--- config.mk ---
export PLATFORM = sky130hd
export DESIGN_NAME = wdit_watchdog_timer
export DESIGN_NICKNAME = d
export VERILOG_FILES = /design/src/verilog/wdit_pkg.sv /design/src/verilog/wdit_watchdog_timer.sv
export VERILOG_INCLUDE_DIRS = /design/src /design/src/verilog
export SDC_FILE = /design/constraint.sdc
export NUM_CORES = 1
export LEC_CHECK = 0
export BUFFER_PORTS_ARGS = -buffer_cell sky130_fd_sc_hd__buf_2
export CAP_MARGIN = 20
export CORE_ASPECT_RATIO = 1.75
export CORE_UTILIZATION = 55
export CTS_BUF_LIST = sky130_fd_sc_hd__clkbuf_2 sky130_fd_sc_hd__clkbuf_4 sky130_fd_sc_hd__clkbuf_8
export DETAILED_ROUTE_END_ITERATION = 7
export GPL_ROUTABILITY_DRIVEN = 0
export PLACE_DENSITY = 0.86
export SLEW_MARGIN = 20
export SYNTH_ARGS = -nofsm -noshare
export SYNTH_HDL_FRONTEND = slang
export SYNTH_SLANG_ARGS = --single-unit
export TNS_END_PERCENT = 50
--- constraint.sdc ---
create_clock -name core_clk -period 8 [get_ports core_clk]
set_input_delay 0.8 -clock core_clk [delete_from_list [all_inputs] [get_ports core_clk]]
set_output_delay 0.8 -clock core_clk [all_outputs]
set_load 0.01 [all_outputs]
--- src/verilog/wdit_consts.svh ---
// register offsets, field positions, reset values and prescale counts of the watchdog/interval timer
`ifndef WDIT_CONSTS_SVH
`define WDIT_CONSTS_SVH

// register indices; byte address on the bus is four times the index
`define WDIT_IDX_CTRL_STATUS    8'ha8
`define WDIT_IDX_COUNT          8'ha9
`define WDIT_IDX_RSTCS_WR       8'haa
`define WDIT_IDX_RSTCS_RD       8'hab

// timer control/status fields
`define WDIT_WRAP_BIT           7
`define WDIT_MODE_BIT           6
`define WDIT_RUN_BIT            5
`define WDIT_CKS_MSB            2
`define WDIT_CKS_LSB            0
`define WDIT_CTRL_FILL          2'h3

// reset control/status fields
`define WDIT_WDOG_BIT           7
`define WDIT_OUTEN_BIT          6
`define WDIT_RSTCS_FILL         6'h3f

// reset values and counter maximum
`define WDIT_COUNT_RESET        8'h00
`define WDIT_COUNT_MAX          8'hff
`define WDIT_CKS_RESET          3'h0

// prescaler width and the number of low divider bits per clock select code
`define WDIT_PRESCALE_W         12
`define WDIT_DIV2_BITS          4'd1
`define WDIT_DIV32_BITS         4'd5
`define WDIT_DIV64_BITS         4'd6
`define WDIT_DIV128_BITS        4'd7
`define WDIT_DIV256_BITS        4'd8
`define WDIT_DIV512_BITS        4'd9
`define WDIT_DIV2048_BITS       4'd11
`define WDIT_DIV4096_BITS       4'd12

`endif

--- src/verilog/wdit_pkg.sv ---
// types shared by the watchdog/interval timer
package wdit_pkg;
	typedef logic [9:0]  wdit_addr_t;   // avalon byte address
	typedef logic [31:0] wdit_word_t;   // avalon data word
	typedef logic [3:0]  wdit_be_t;     // avalon byte enables
	typedef enum logic {
		BUS_IDLE,
		BUS_ACK
	} wdit_bus_state_t;
endpackage

--- src/verilog/wdit_watchdog_timer.sv ---
// watchdog/interval timer with an avalon-mm register slave
`timescale 1ns/100ps
`include "wdit_consts.svh"

// Operation
// - timer-run low holds counter at zero
// - interrupts allowed only while timer runs
// - interval mode requests interrupt per overflow
// - watchdog mode overflow makes internal reset
// - clock select picks one of eight dividers
// - overflow flag sets on wrap to zero
// - writing one to overflow flag ignored
// - output enable gates external reset output
// - reset flag set by watchdog, cleared by software
module wdit_watchdog_timer (
	input  wire logic              core_clk,
	input  wire logic              resetn,
	input  wire wdit_pkg::wdit_addr_t avs_address,
	input  wire logic              avs_read,
	input  wire logic              avs_write,
	input  wire wdit_pkg::wdit_word_t avs_writedata,
	input  wire wdit_pkg::wdit_be_t   avs_byteenable,
	output wdit_pkg::wdit_word_t   avs_readdata,
	output logic                   avs_waitrequest,
	output logic                   intervalIrq,
	output logic                   internalReset,
	output logic                   resetOut
);
	import wdit_pkg::*;

	// bus slave state
	wdit_bus_state_t busState_reg, busState_next;  // idle or acknowledging
	logic            waitReq_reg,  waitReq_next;   // waitrequest flop
	logic [31:0]     readData_reg, readData_next;  // captured read word

	// timer state
	logic [`WDIT_PRESCALE_W-1:0] prescale_reg, prescale_next; // free divider
	logic [7:0] count_reg,   count_next;    // up counter
	logic       wrapFlag_reg, wrapFlag_next; // overflow flag
	logic       mode_reg,    mode_next;     // 1 watchdog, 0 interval
	logic       run_reg,     run_next;      // timer run
	logic [2:0] cks_reg,     cks_next;      // clock select
	logic       wrapArm_reg,  wrapArm_next;  // flag read as one
	logic       wdogFlag_reg, wdogFlag_next; // watchdog reset flag
	logic       wdogArm_reg,  wdogArm_next;  // reset flag read as one
	logic       reset_output_enable_reg,   reset_output_enable_next;    // reset output enable
	logic       irq_reg,     irq_next;      // interval request
	logic       intRst_reg,  intRst_next;   // internal reset pulse
	logic       extRst_reg,  extRst_next;   // external reset pulse
	// decode helpers
	logic [7:0]  wordIdx;                   // register index
	logic        busDone;                   // completion edge
	logic        doWrite;                   // write takes effect
	logic [7:0]  wdata;                     // low write byte
	logic [7:0]  readMux;                   // selected register
	logic [3:0]  divBits;                   // divider bits in use
	logic [`WDIT_PRESCALE_W-1:0] divMask;   // low bits that must be ones
	logic        tick;                      // counter enable pulse
	logic        overflow;                  // wrap this cycle

	assign wordIdx = avs_address[9:2];
	assign busDone = (busState_reg == BUS_ACK);
	assign doWrite = busDone && avs_write && avs_byteenable[0];
	assign wdata   = avs_writedata[7:0];

	// register read multiplexer, unmapped reads give zero
	always_comb begin
		case (wordIdx)
			`WDIT_IDX_CTRL_STATUS: readMux = {wrapFlag_reg, mode_reg, run_reg, `WDIT_CTRL_FILL, cks_reg};
			`WDIT_IDX_COUNT:       readMux = count_reg;
			`WDIT_IDX_RSTCS_RD:    readMux = {wdogFlag_reg, reset_output_enable_reg, `WDIT_RSTCS_FILL};
			default:               readMux = 8'h00;
		endcase
	end

	// bus handshake: one wait cycle, then waitrequest low for one cycle
	always_comb begin
		busState_next = busState_reg;
		waitReq_next  = waitReq_reg;
		readData_next = readData_reg;
		case (busState_reg)
			BUS_IDLE: begin
				if (avs_read || avs_write) begin
					busState_next = BUS_ACK;
					waitReq_next  = 1'b0;
					readData_next = {24'h000000, readMux};
				end
			end
			BUS_ACK: begin
				busState_next = BUS_IDLE;
				waitReq_next  = 1'b1;
			end
			default: begin
				busState_next = BUS_IDLE;
				waitReq_next  = 1'b1;
			end
		endcase
	end

	// bus registers
	always_ff @(posedge core_clk) begin
		if (!resetn) begin
			busState_reg <= BUS_IDLE;
			waitReq_reg  <= 1'b1;
			readData_reg <= 32'h00000000;
		end else begin
			busState_reg <= busState_next;
			waitReq_reg  <= waitReq_next;
			readData_reg <= readData_next;
		end
	end

	// divider selection per clock select code
	always_comb begin
		case (cks_reg)
			3'h0:    divBits = `WDIT_DIV2_BITS;
			3'h1:    divBits = `WDIT_DIV32_BITS;
			3'h2:    divBits = `WDIT_DIV64_BITS;
			3'h3:    divBits = `WDIT_DIV128_BITS;
			3'h4:    divBits = `WDIT_DIV256_BITS;
			3'h5:    divBits = `WDIT_DIV512_BITS;
			3'h6:    divBits = `WDIT_DIV2048_BITS;
			default: divBits = `WDIT_DIV4096_BITS;
		endcase
		divMask = `WDIT_PRESCALE_W'((13'h0001 << divBits) - 13'h0001);
	end

	assign tick     = run_reg && ((prescale_reg & divMask) == divMask);
	assign overflow = tick && (count_reg == `WDIT_COUNT_MAX) && !(doWrite && wordIdx == `WDIT_IDX_COUNT);
	// timer next state
	always_comb begin
		count_next    = count_reg;
		wrapFlag_next = wrapFlag_reg;
		mode_next     = mode_reg;
		run_next      = run_reg;
		cks_next      = cks_reg;
		wrapArm_next  = wrapArm_reg;
		wdogFlag_next = wdogFlag_reg;
		wdogArm_next  = wdogArm_reg;
		reset_output_enable_next    = reset_output_enable_reg;
		// divider runs only with the timer, so ticks start aligned
		prescale_next = run_reg ? prescale_reg + 1'b1 : '0;
		// counter stopped at zero or stepping on each tick
		if (!run_reg) begin
			count_next = `WDIT_COUNT_RESET;
		end else if (tick) begin
			count_next = count_reg + 8'h01;
		end
		// software access effects
		if (busDone && avs_read && wordIdx == `WDIT_IDX_CTRL_STATUS && readData_reg[`WDIT_WRAP_BIT]) begin
			wrapArm_next = 1'b1;
		end
		if (busDone && avs_read && wordIdx == `WDIT_IDX_RSTCS_RD && readData_reg[`WDIT_WDOG_BIT]) begin
			wdogArm_next = 1'b1;
		end
		if (doWrite) begin
			case (wordIdx)
				`WDIT_IDX_CTRL_STATUS: begin
					mode_next = wdata[`WDIT_MODE_BIT];
					run_next  = wdata[`WDIT_RUN_BIT];
					cks_next  = wdata[`WDIT_CKS_MSB:`WDIT_CKS_LSB];
					// only a zero after a read of one clears, a one does nothing
					if (!wdata[`WDIT_WRAP_BIT] && wrapArm_reg) begin
						wrapFlag_next = 1'b0;
						wrapArm_next  = 1'b0;
					end
				end
				`WDIT_IDX_COUNT: begin
					if (run_reg) begin
						count_next = wdata;
					end
				end
				`WDIT_IDX_RSTCS_WR: begin
					reset_output_enable_next = wdata[`WDIT_OUTEN_BIT];
					if (!wdata[`WDIT_WDOG_BIT] && wdogArm_reg) begin
						wdogFlag_next = 1'b0;
						wdogArm_next  = 1'b0;
					end
				end
				default: ;
			endcase
		end
		// hardware set wins over a clear in the same cycle
		if (overflow) begin
			wrapFlag_next = 1'b1;
			if (mode_reg) begin
				wdogFlag_next = 1'b1;
			end
		end
		// the internal reset returns the timer side to its reset state
		if (intRst_reg) begin
			prescale_next = '0;
			count_next    = `WDIT_COUNT_RESET;
			wrapFlag_next = 1'b0;
			wrapArm_next  = 1'b0;
			mode_next     = 1'b0;
			run_next      = 1'b0;
			cks_next      = `WDIT_CKS_RESET;
		end
		irq_next    = wrapFlag_next && run_next && !mode_next;
		intRst_next = overflow && mode_reg;
		extRst_next = overflow && mode_reg && reset_output_enable_reg;
	end

	// timer registers; the reset pin also clears the reset flag
	always_ff @(posedge core_clk) begin
		if (!resetn) begin
			prescale_reg <= '0;
			count_reg    <= `WDIT_COUNT_RESET;
			wrapFlag_reg <= 1'b0;
			mode_reg     <= 1'b0;
			run_reg      <= 1'b0;
			cks_reg      <= `WDIT_CKS_RESET;
			wrapArm_reg  <= 1'b0;
			wdogFlag_reg <= 1'b0;
			wdogArm_reg  <= 1'b0;
			reset_output_enable_reg    <= 1'b0;
			irq_reg      <= 1'b0;
			intRst_reg   <= 1'b0;
			extRst_reg   <= 1'b0;
		end else begin
			prescale_reg <= prescale_next;
			count_reg    <= count_next;
			wrapFlag_reg <= wrapFlag_next;
			mode_reg     <= mode_next;
			run_reg      <= run_next;
			cks_reg      <= cks_next;
			wrapArm_reg  <= wrapArm_next;
			wdogFlag_reg <= wdogFlag_next;
			wdogArm_reg  <= wdogArm_next;
			reset_output_enable_reg    <= reset_output_enable_next;
			irq_reg      <= irq_next;
			intRst_reg   <= intRst_next;
			extRst_reg   <= extRst_next;
		end
	end
	// outputs straight from flops
	assign avs_readdata    = readData_reg;
	assign avs_waitrequest = waitReq_reg;
	assign intervalIrq     = irq_reg;
	assign internalReset   = intRst_reg;
	assign resetOut        = extRst_reg;
endmodule // wdit_watchdog_timer
### Yosys cells after proc, flatten, opt, wreduce, memory -nomap -nowiden

Cells that the tools add are included.
Widths: inputs -> output; s select.

| storage, ports and cells | value |
|---|---|
| word-level logic and storage cells | 99 |
| flip-flop bits (word level) | 43 |
| input bits | 50 |
| output and inout port bits | 36 |

| cells by class | value |
|---|---|
| bitwise operators | 4 |
| $add $sub $neg | 3 |
| multiplexer cells | 35 |
| reductions and logical operators | 27 |
| shift operators | 1 |
| equality and inequality tests | 13 |

Operator list:

| kind | count |
|---|---|
| $eq 8x8->1 const B | 5 |
| $mux 8 | 5 |
| $pmux 4 s7 | 1 |
| $mux 1 | 26 |
| $pmux 8 s3 | 1 |
| $logic_and 1x1->1 | 17 |
| $add 12x1->12 const B | 1 |
| $and 12x12->12 | 1 |
| $eq 12x12->1 | 1 |
| $shl 1x4->12 const A | 1 |
| $sub 12x1->12 const B | 1 |
| $eq 3x3->1 const B | 3 |
| $add 8x1->8 const B | 1 |
| $eq 3x2->1 const B | 2 |
| $reduce_and 2->1 | 3 |
| $pmux 1 s2 | 2 |
| $eq 3x1->1 const B | 1 |
| $logic_not 1->1 | 3 |
| $logic_not 3->1 | 1 |
| $not 1->1 | 3 |
| $reduce_or 3->1 | 1 |
| $ne 2x2->1 const B | 1 |
| $reduce_or 2->1 | 1 |
| $logic_or 1x1->1 | 1 |

### Longest topological paths before layout

| logic depth | value |
|---|---|
| word-level depth | 13 |
| mapped depth | 11 |
| depth with buffers taken out | 8 |

### Worst setup path after synthesis

OpenSTA, ideal clock, no wires.

| timing path | value |
|---|---|
| path type | register to register |
| start | reg cks_reg[2] |
| end | reg count_reg[6] |
| library setup time | 74 ps |
| clock period less this slack | 2608 ps |
| data arrival time | 2533 ps |
| path slack | 5392 ps |
| cell stages (with the launch flop) | 12 |
| cell sequence | dfxtp_1 > buf_2 > or3_1 > ha_1 > clkbuf_1 > or3b_2 > a31oi_1 > a2111o_1 > or2_1 > buf_6 > or3_1 > a31oi_1 |

| on the way | value |
|---|---|
| cells in the longest elaborated chain, start to end | 12 |
| elaborated cells on any way between the ends | 18 |

RTL lines:

| item | line | RTL |
|---|---|---|
| start, declared | wdit_watchdog_timer.sv:42 | `logic [2:0] cks_reg, cks_next;` |
| start signal, assigned | wdit_watchdog_timer.sv:213 | `` cks_reg <= `WDIT_CKS_RESET; `` |
| start signal, assigned | wdit_watchdog_timer.sv:227 | `cks_reg <= cks_next;` |
| $eq 3x3->1 (tied with other cells) | wdit_watchdog_timer.sv:115 | `case (cks_reg)` |
| $pmux 4 s7 (*) | wdit_watchdog_timer.sv:115 |  |
| $shl 1x4->12 (*) | wdit_watchdog_timer.sv:125 | `` divMask = `WDIT_PRESCALE_W'((13'h0001 << divBits) - 13'h0001); `` |
| $sub 12x1->12 (*) | wdit_watchdog_timer.sv:125 |  |
| $and 12x12->12 | wdit_watchdog_timer.sv:128 | `assign tick = run_reg && ((prescale_reg & divMask) == divMask);` |
| $eq 12x12->1 (*) | wdit_watchdog_timer.sv:128 |  |
| $logic_and 1x1->1 (*) | wdit_watchdog_timer.sv:128 |  |
| $mux 8 (*) | wdit_watchdog_timer.sv:146 | `end else if (tick) begin` |
| $mux 8 (*) | wdit_watchdog_timer.sv:144 | `if (!run_reg) begin` |
| $mux 8 | wdit_watchdog_timer.sv:169 | `if (run_reg) begin` |
| $mux 8 | wdit_watchdog_timer.sv:157 | `case (wordIdx)` |
| $mux 8 (*) | wdit_watchdog_timer.sv:156 | `if (doWrite) begin` |
| end signal, assigned | wdit_watchdog_timer.sv:209 | `` count_reg <= `WDIT_COUNT_RESET; `` |
| end signal, assigned | wdit_watchdog_timer.sv:223 | `count_reg <= count_next;` |
| end, declared | wdit_watchdog_timer.sv:38 | `logic [7:0] count_reg, count_next;` |

Mark *: on every way between the ends. The rest lies on a longest branch, timed or not.
A chain may end at the register's enable or synchronous reset.

### Final worst setup path

Same ends and word-level chain as after synthesis.

==> results.cfg <==
[power]
intPower_w = 0.000322
ir_worst_vdd_uv = 136
leakagePower_nw = 0.951
power_density_mw_per_mm2 = 170
sw_frac_of_total_pct = 22.4
power_w = 0.000416
p_seq_share_pct = 51.8
p_clk_share_pct = 42.6
pwr-share-comb_pct = 5.5
netSwitchingPower_w = 0.0000931

[critical_path]
cp_max_fo = 9
cp.required_ns = 8.23
critPathKind = reg -> reg
r2r_cells = 8
critPathCaptureType = flip-flop
cp-start-kind = flip-flop
worstPathArrival_ns = 2.94

[sta]
fin_tns_setup_ns = 0
relSlewSlack_pct = 51.7
max_freq_mhz = 369
final_max_slew_viol_count = 0
fin_crit_sh_pct = 33.9
hold_violations = 0
rsz0062_at_grt = no
min_period_ns = 2.71
setup_violations = 0
clock_skew_ns = 0.00954
worst_pin_slew_ns = 0.720

[logic_synthesis]
synth_cell_type_count = 46
synth.cell_area_mm2 = 0.00226
yosys_warnings = 0
postSynth.asyncResetShare_pct = 0
synth_seq_cells = 43
synth_edf_count = 0
synth_ff_type = dfxtp_1
seq_area_frac_synth_pct = 38.0
synth_cells = 275
syn_area_per_cell_um2 = 8.23

[die]
ios = 86
die_height_um = 86.9
start_util_pct = 58.0
std_cell_rows = 30
core_mm2 = 0.00390
die_w_um = 50.5
die_area_mm2 = 0.00439

[final_layout]
final_cell_mix = 43 x dfxtp_1, 33 x nor2_1, 32 x buf_2
drive_gt1_share_pct = 16.3
fin_nets = 353
largest_reg_flops = 12
area_growth_pct = 8.18
final_common_cell = dfxtp_1
final_core_util_pct = 62.7
insertedDiodeCount = 0

[place]
place_hpwl_mm = 3.82
io_buffer_count = 32

[clock_tree]
clock_latency_ns = 0.31
cts_hold_buf = 0
numCtsBuffers = 5
cts_max_path_buffers = 2
cts_resized = 0
htree_num_levels = 2
cts_sinks = 43
cts_post_setup_buffers_inserted = 0
root_buffer = clkbuf_8
cts.clk_slew.worst_paths_ns = 0.08
cts_tree = yes

[worst_hold_path]
hold_path_depth = 2
hold_class = reg -> reg

[drt]
ant_nets = 0
firstDrtPassIters = 4
drc = 0
viasPerCell = 5.64
drt-total-wl_mm = 4.96
num_vias = 1968
drt_iter0_markers = 30
wl_per_cell_um = 14.2

[global_route]
grt_overflow = 0
grt_pass1_vias = 1867
grt_max_degree = 18
grt.total_usage_pct = 24.6
antenna_found_initial = 0
grt_pass1_wl_mm = 8.13

[run_status]
status = finished clean

[flow_run]
drv_cap = 0
[path summary, 6_finish.rpt]
kind | startpoint | slack [ns] | end
hold reg to reg | avs_readdata[4]$_SDFFE_PN0P_ | 0.46 | avs_readdata[4]$_SDFFE_PN0P_
setup / recovery | cks_reg[2]$_SDFFE_PP0P_ | 5.29 | count_reg[6]$_SDFF_PP0_
hold / removal | avs_readdata[4]$_SDFFE_PN0P_ | 0.46 | avs_readdata[4]$_SDFFE_PN0P_
setup reg to reg | cks_reg[2]$_SDFFE_PP0P_ | 5.29 | count_reg[6]$_SDFF_PP0_
[final cells by class]
| class | count | area, um^2 |
|---|---|---|
| well taps | 48 | 60.1 |
| multi-input cells | 212 | 1230 |
| flip-flops and latches | 43 | 861 |
| clock buffers | 6 | 82.6 |
| clock inverters | 2 | 35.0 |
| repair buffers | 32 | 160 |
| inverters | 6 | 22.5 |
| fillers | 366 | 1460 |
[worst max-delay path, cell delays in order, from the launching register on]
cell and delay [ns]:
dfxtp_1 0.41, or3_1 0.40, ha_1 0.28, or3b_2 0.22, a31oi_1 0.07, a2111o_1 0.38
or2_1 0.36, or3_1 0.34, a31oi_1 0.16
[cell usage after synthesis (5+ instances only)]
| library cell | instances | area, um^2 |
|---|---|---|
| dfxtp_1 | 43 | 861 |
| nor2_1 | 33 | 124 |
| buf_4 | 24 | 180 |
| a21oi_1 | 20 | 100 |
| nand2_1 | 14 | 52.6 |
| o21ai_0 | 14 | 70.1 |
| clkbuf_1 | 10 | 37.5 |
| nand3_1 | 10 | 50.1 |
| xnor2_1 | 8 | 70.1 |
| xor2_1 | 7 | 61.3 |
| inv_1 | 6 | 22.5 |
| nor2b_1 | 6 | 37.5 |
| nor3_1 | 6 | 30.0 |
| mux2i_1 | 5 | 50.1 |
| nand4_1 | 5 | 31.3 |
[metal layers]
metal  wire length [um]  vias up  part of all wire, %  track usage [%]
met1               1750      911                   35             23.5
met4                208        0                  4.2             18.7
met5                  0        -                    0                0
li1                   -      962                    -                -
met3                195       19                  3.9             4.01
met2               2810       76                   57             45.3
[stage by stage]
| step | std cells | worst slack, ns | hold slack, ns | area, um^2 |
|---|---|---|---|---|
| global route | 349 | 5.12 | 0.485 | 2450 |
| finish | 349 | 5.29 | 0.462 | 2450 |
| detailed placement | 341 | 5.31 | 0.444 | 2330 |
| floorplan | 298 | 5.39 | 0.421 | 2350 |
| CTS | 349 | 5.31 | 0.461 | 2450 |
| global placement | 341 | 5.40 | 0.443 | 2330 |
[cells by family (layout without fill, tap and decap cells)]
logic type / Yosys count / after routing / synth area share, %
flops: 43 / 43 / 38.0
xor+xnor: 15 / 15 / 5.80
mux: 7 / 7 / 3.21
fa+ha+maj: 3 / 3 / 1.66
simple gates: 103 / 103 / 23.3
compound gates: 59 / 59 / 16.1
buf+inv: 43 / 46 / 11.6
other cells: 2 / 25 / 0.332
[power groups by stage]
| stage | Clock [W] | Sequential (W) | Combinational (W) |
|---|---|---|---|
| final | 0.000177 | 0.000215 | 0.0000230 |
| after global routing | 0.000188 | 0.000216 | 0.0000254 |
| after CTS | 0.000179 | 0.000215 | 0.0000226 |
| after detailed placement | 0 | 0.000220 | 0.0000225 |
| after global placement | 0 | 0.000220 | 0.0000221 |
| after floorplan | 0 | 0.000221 | 0.0000231 |
Power figures use the tool's default switching activity.
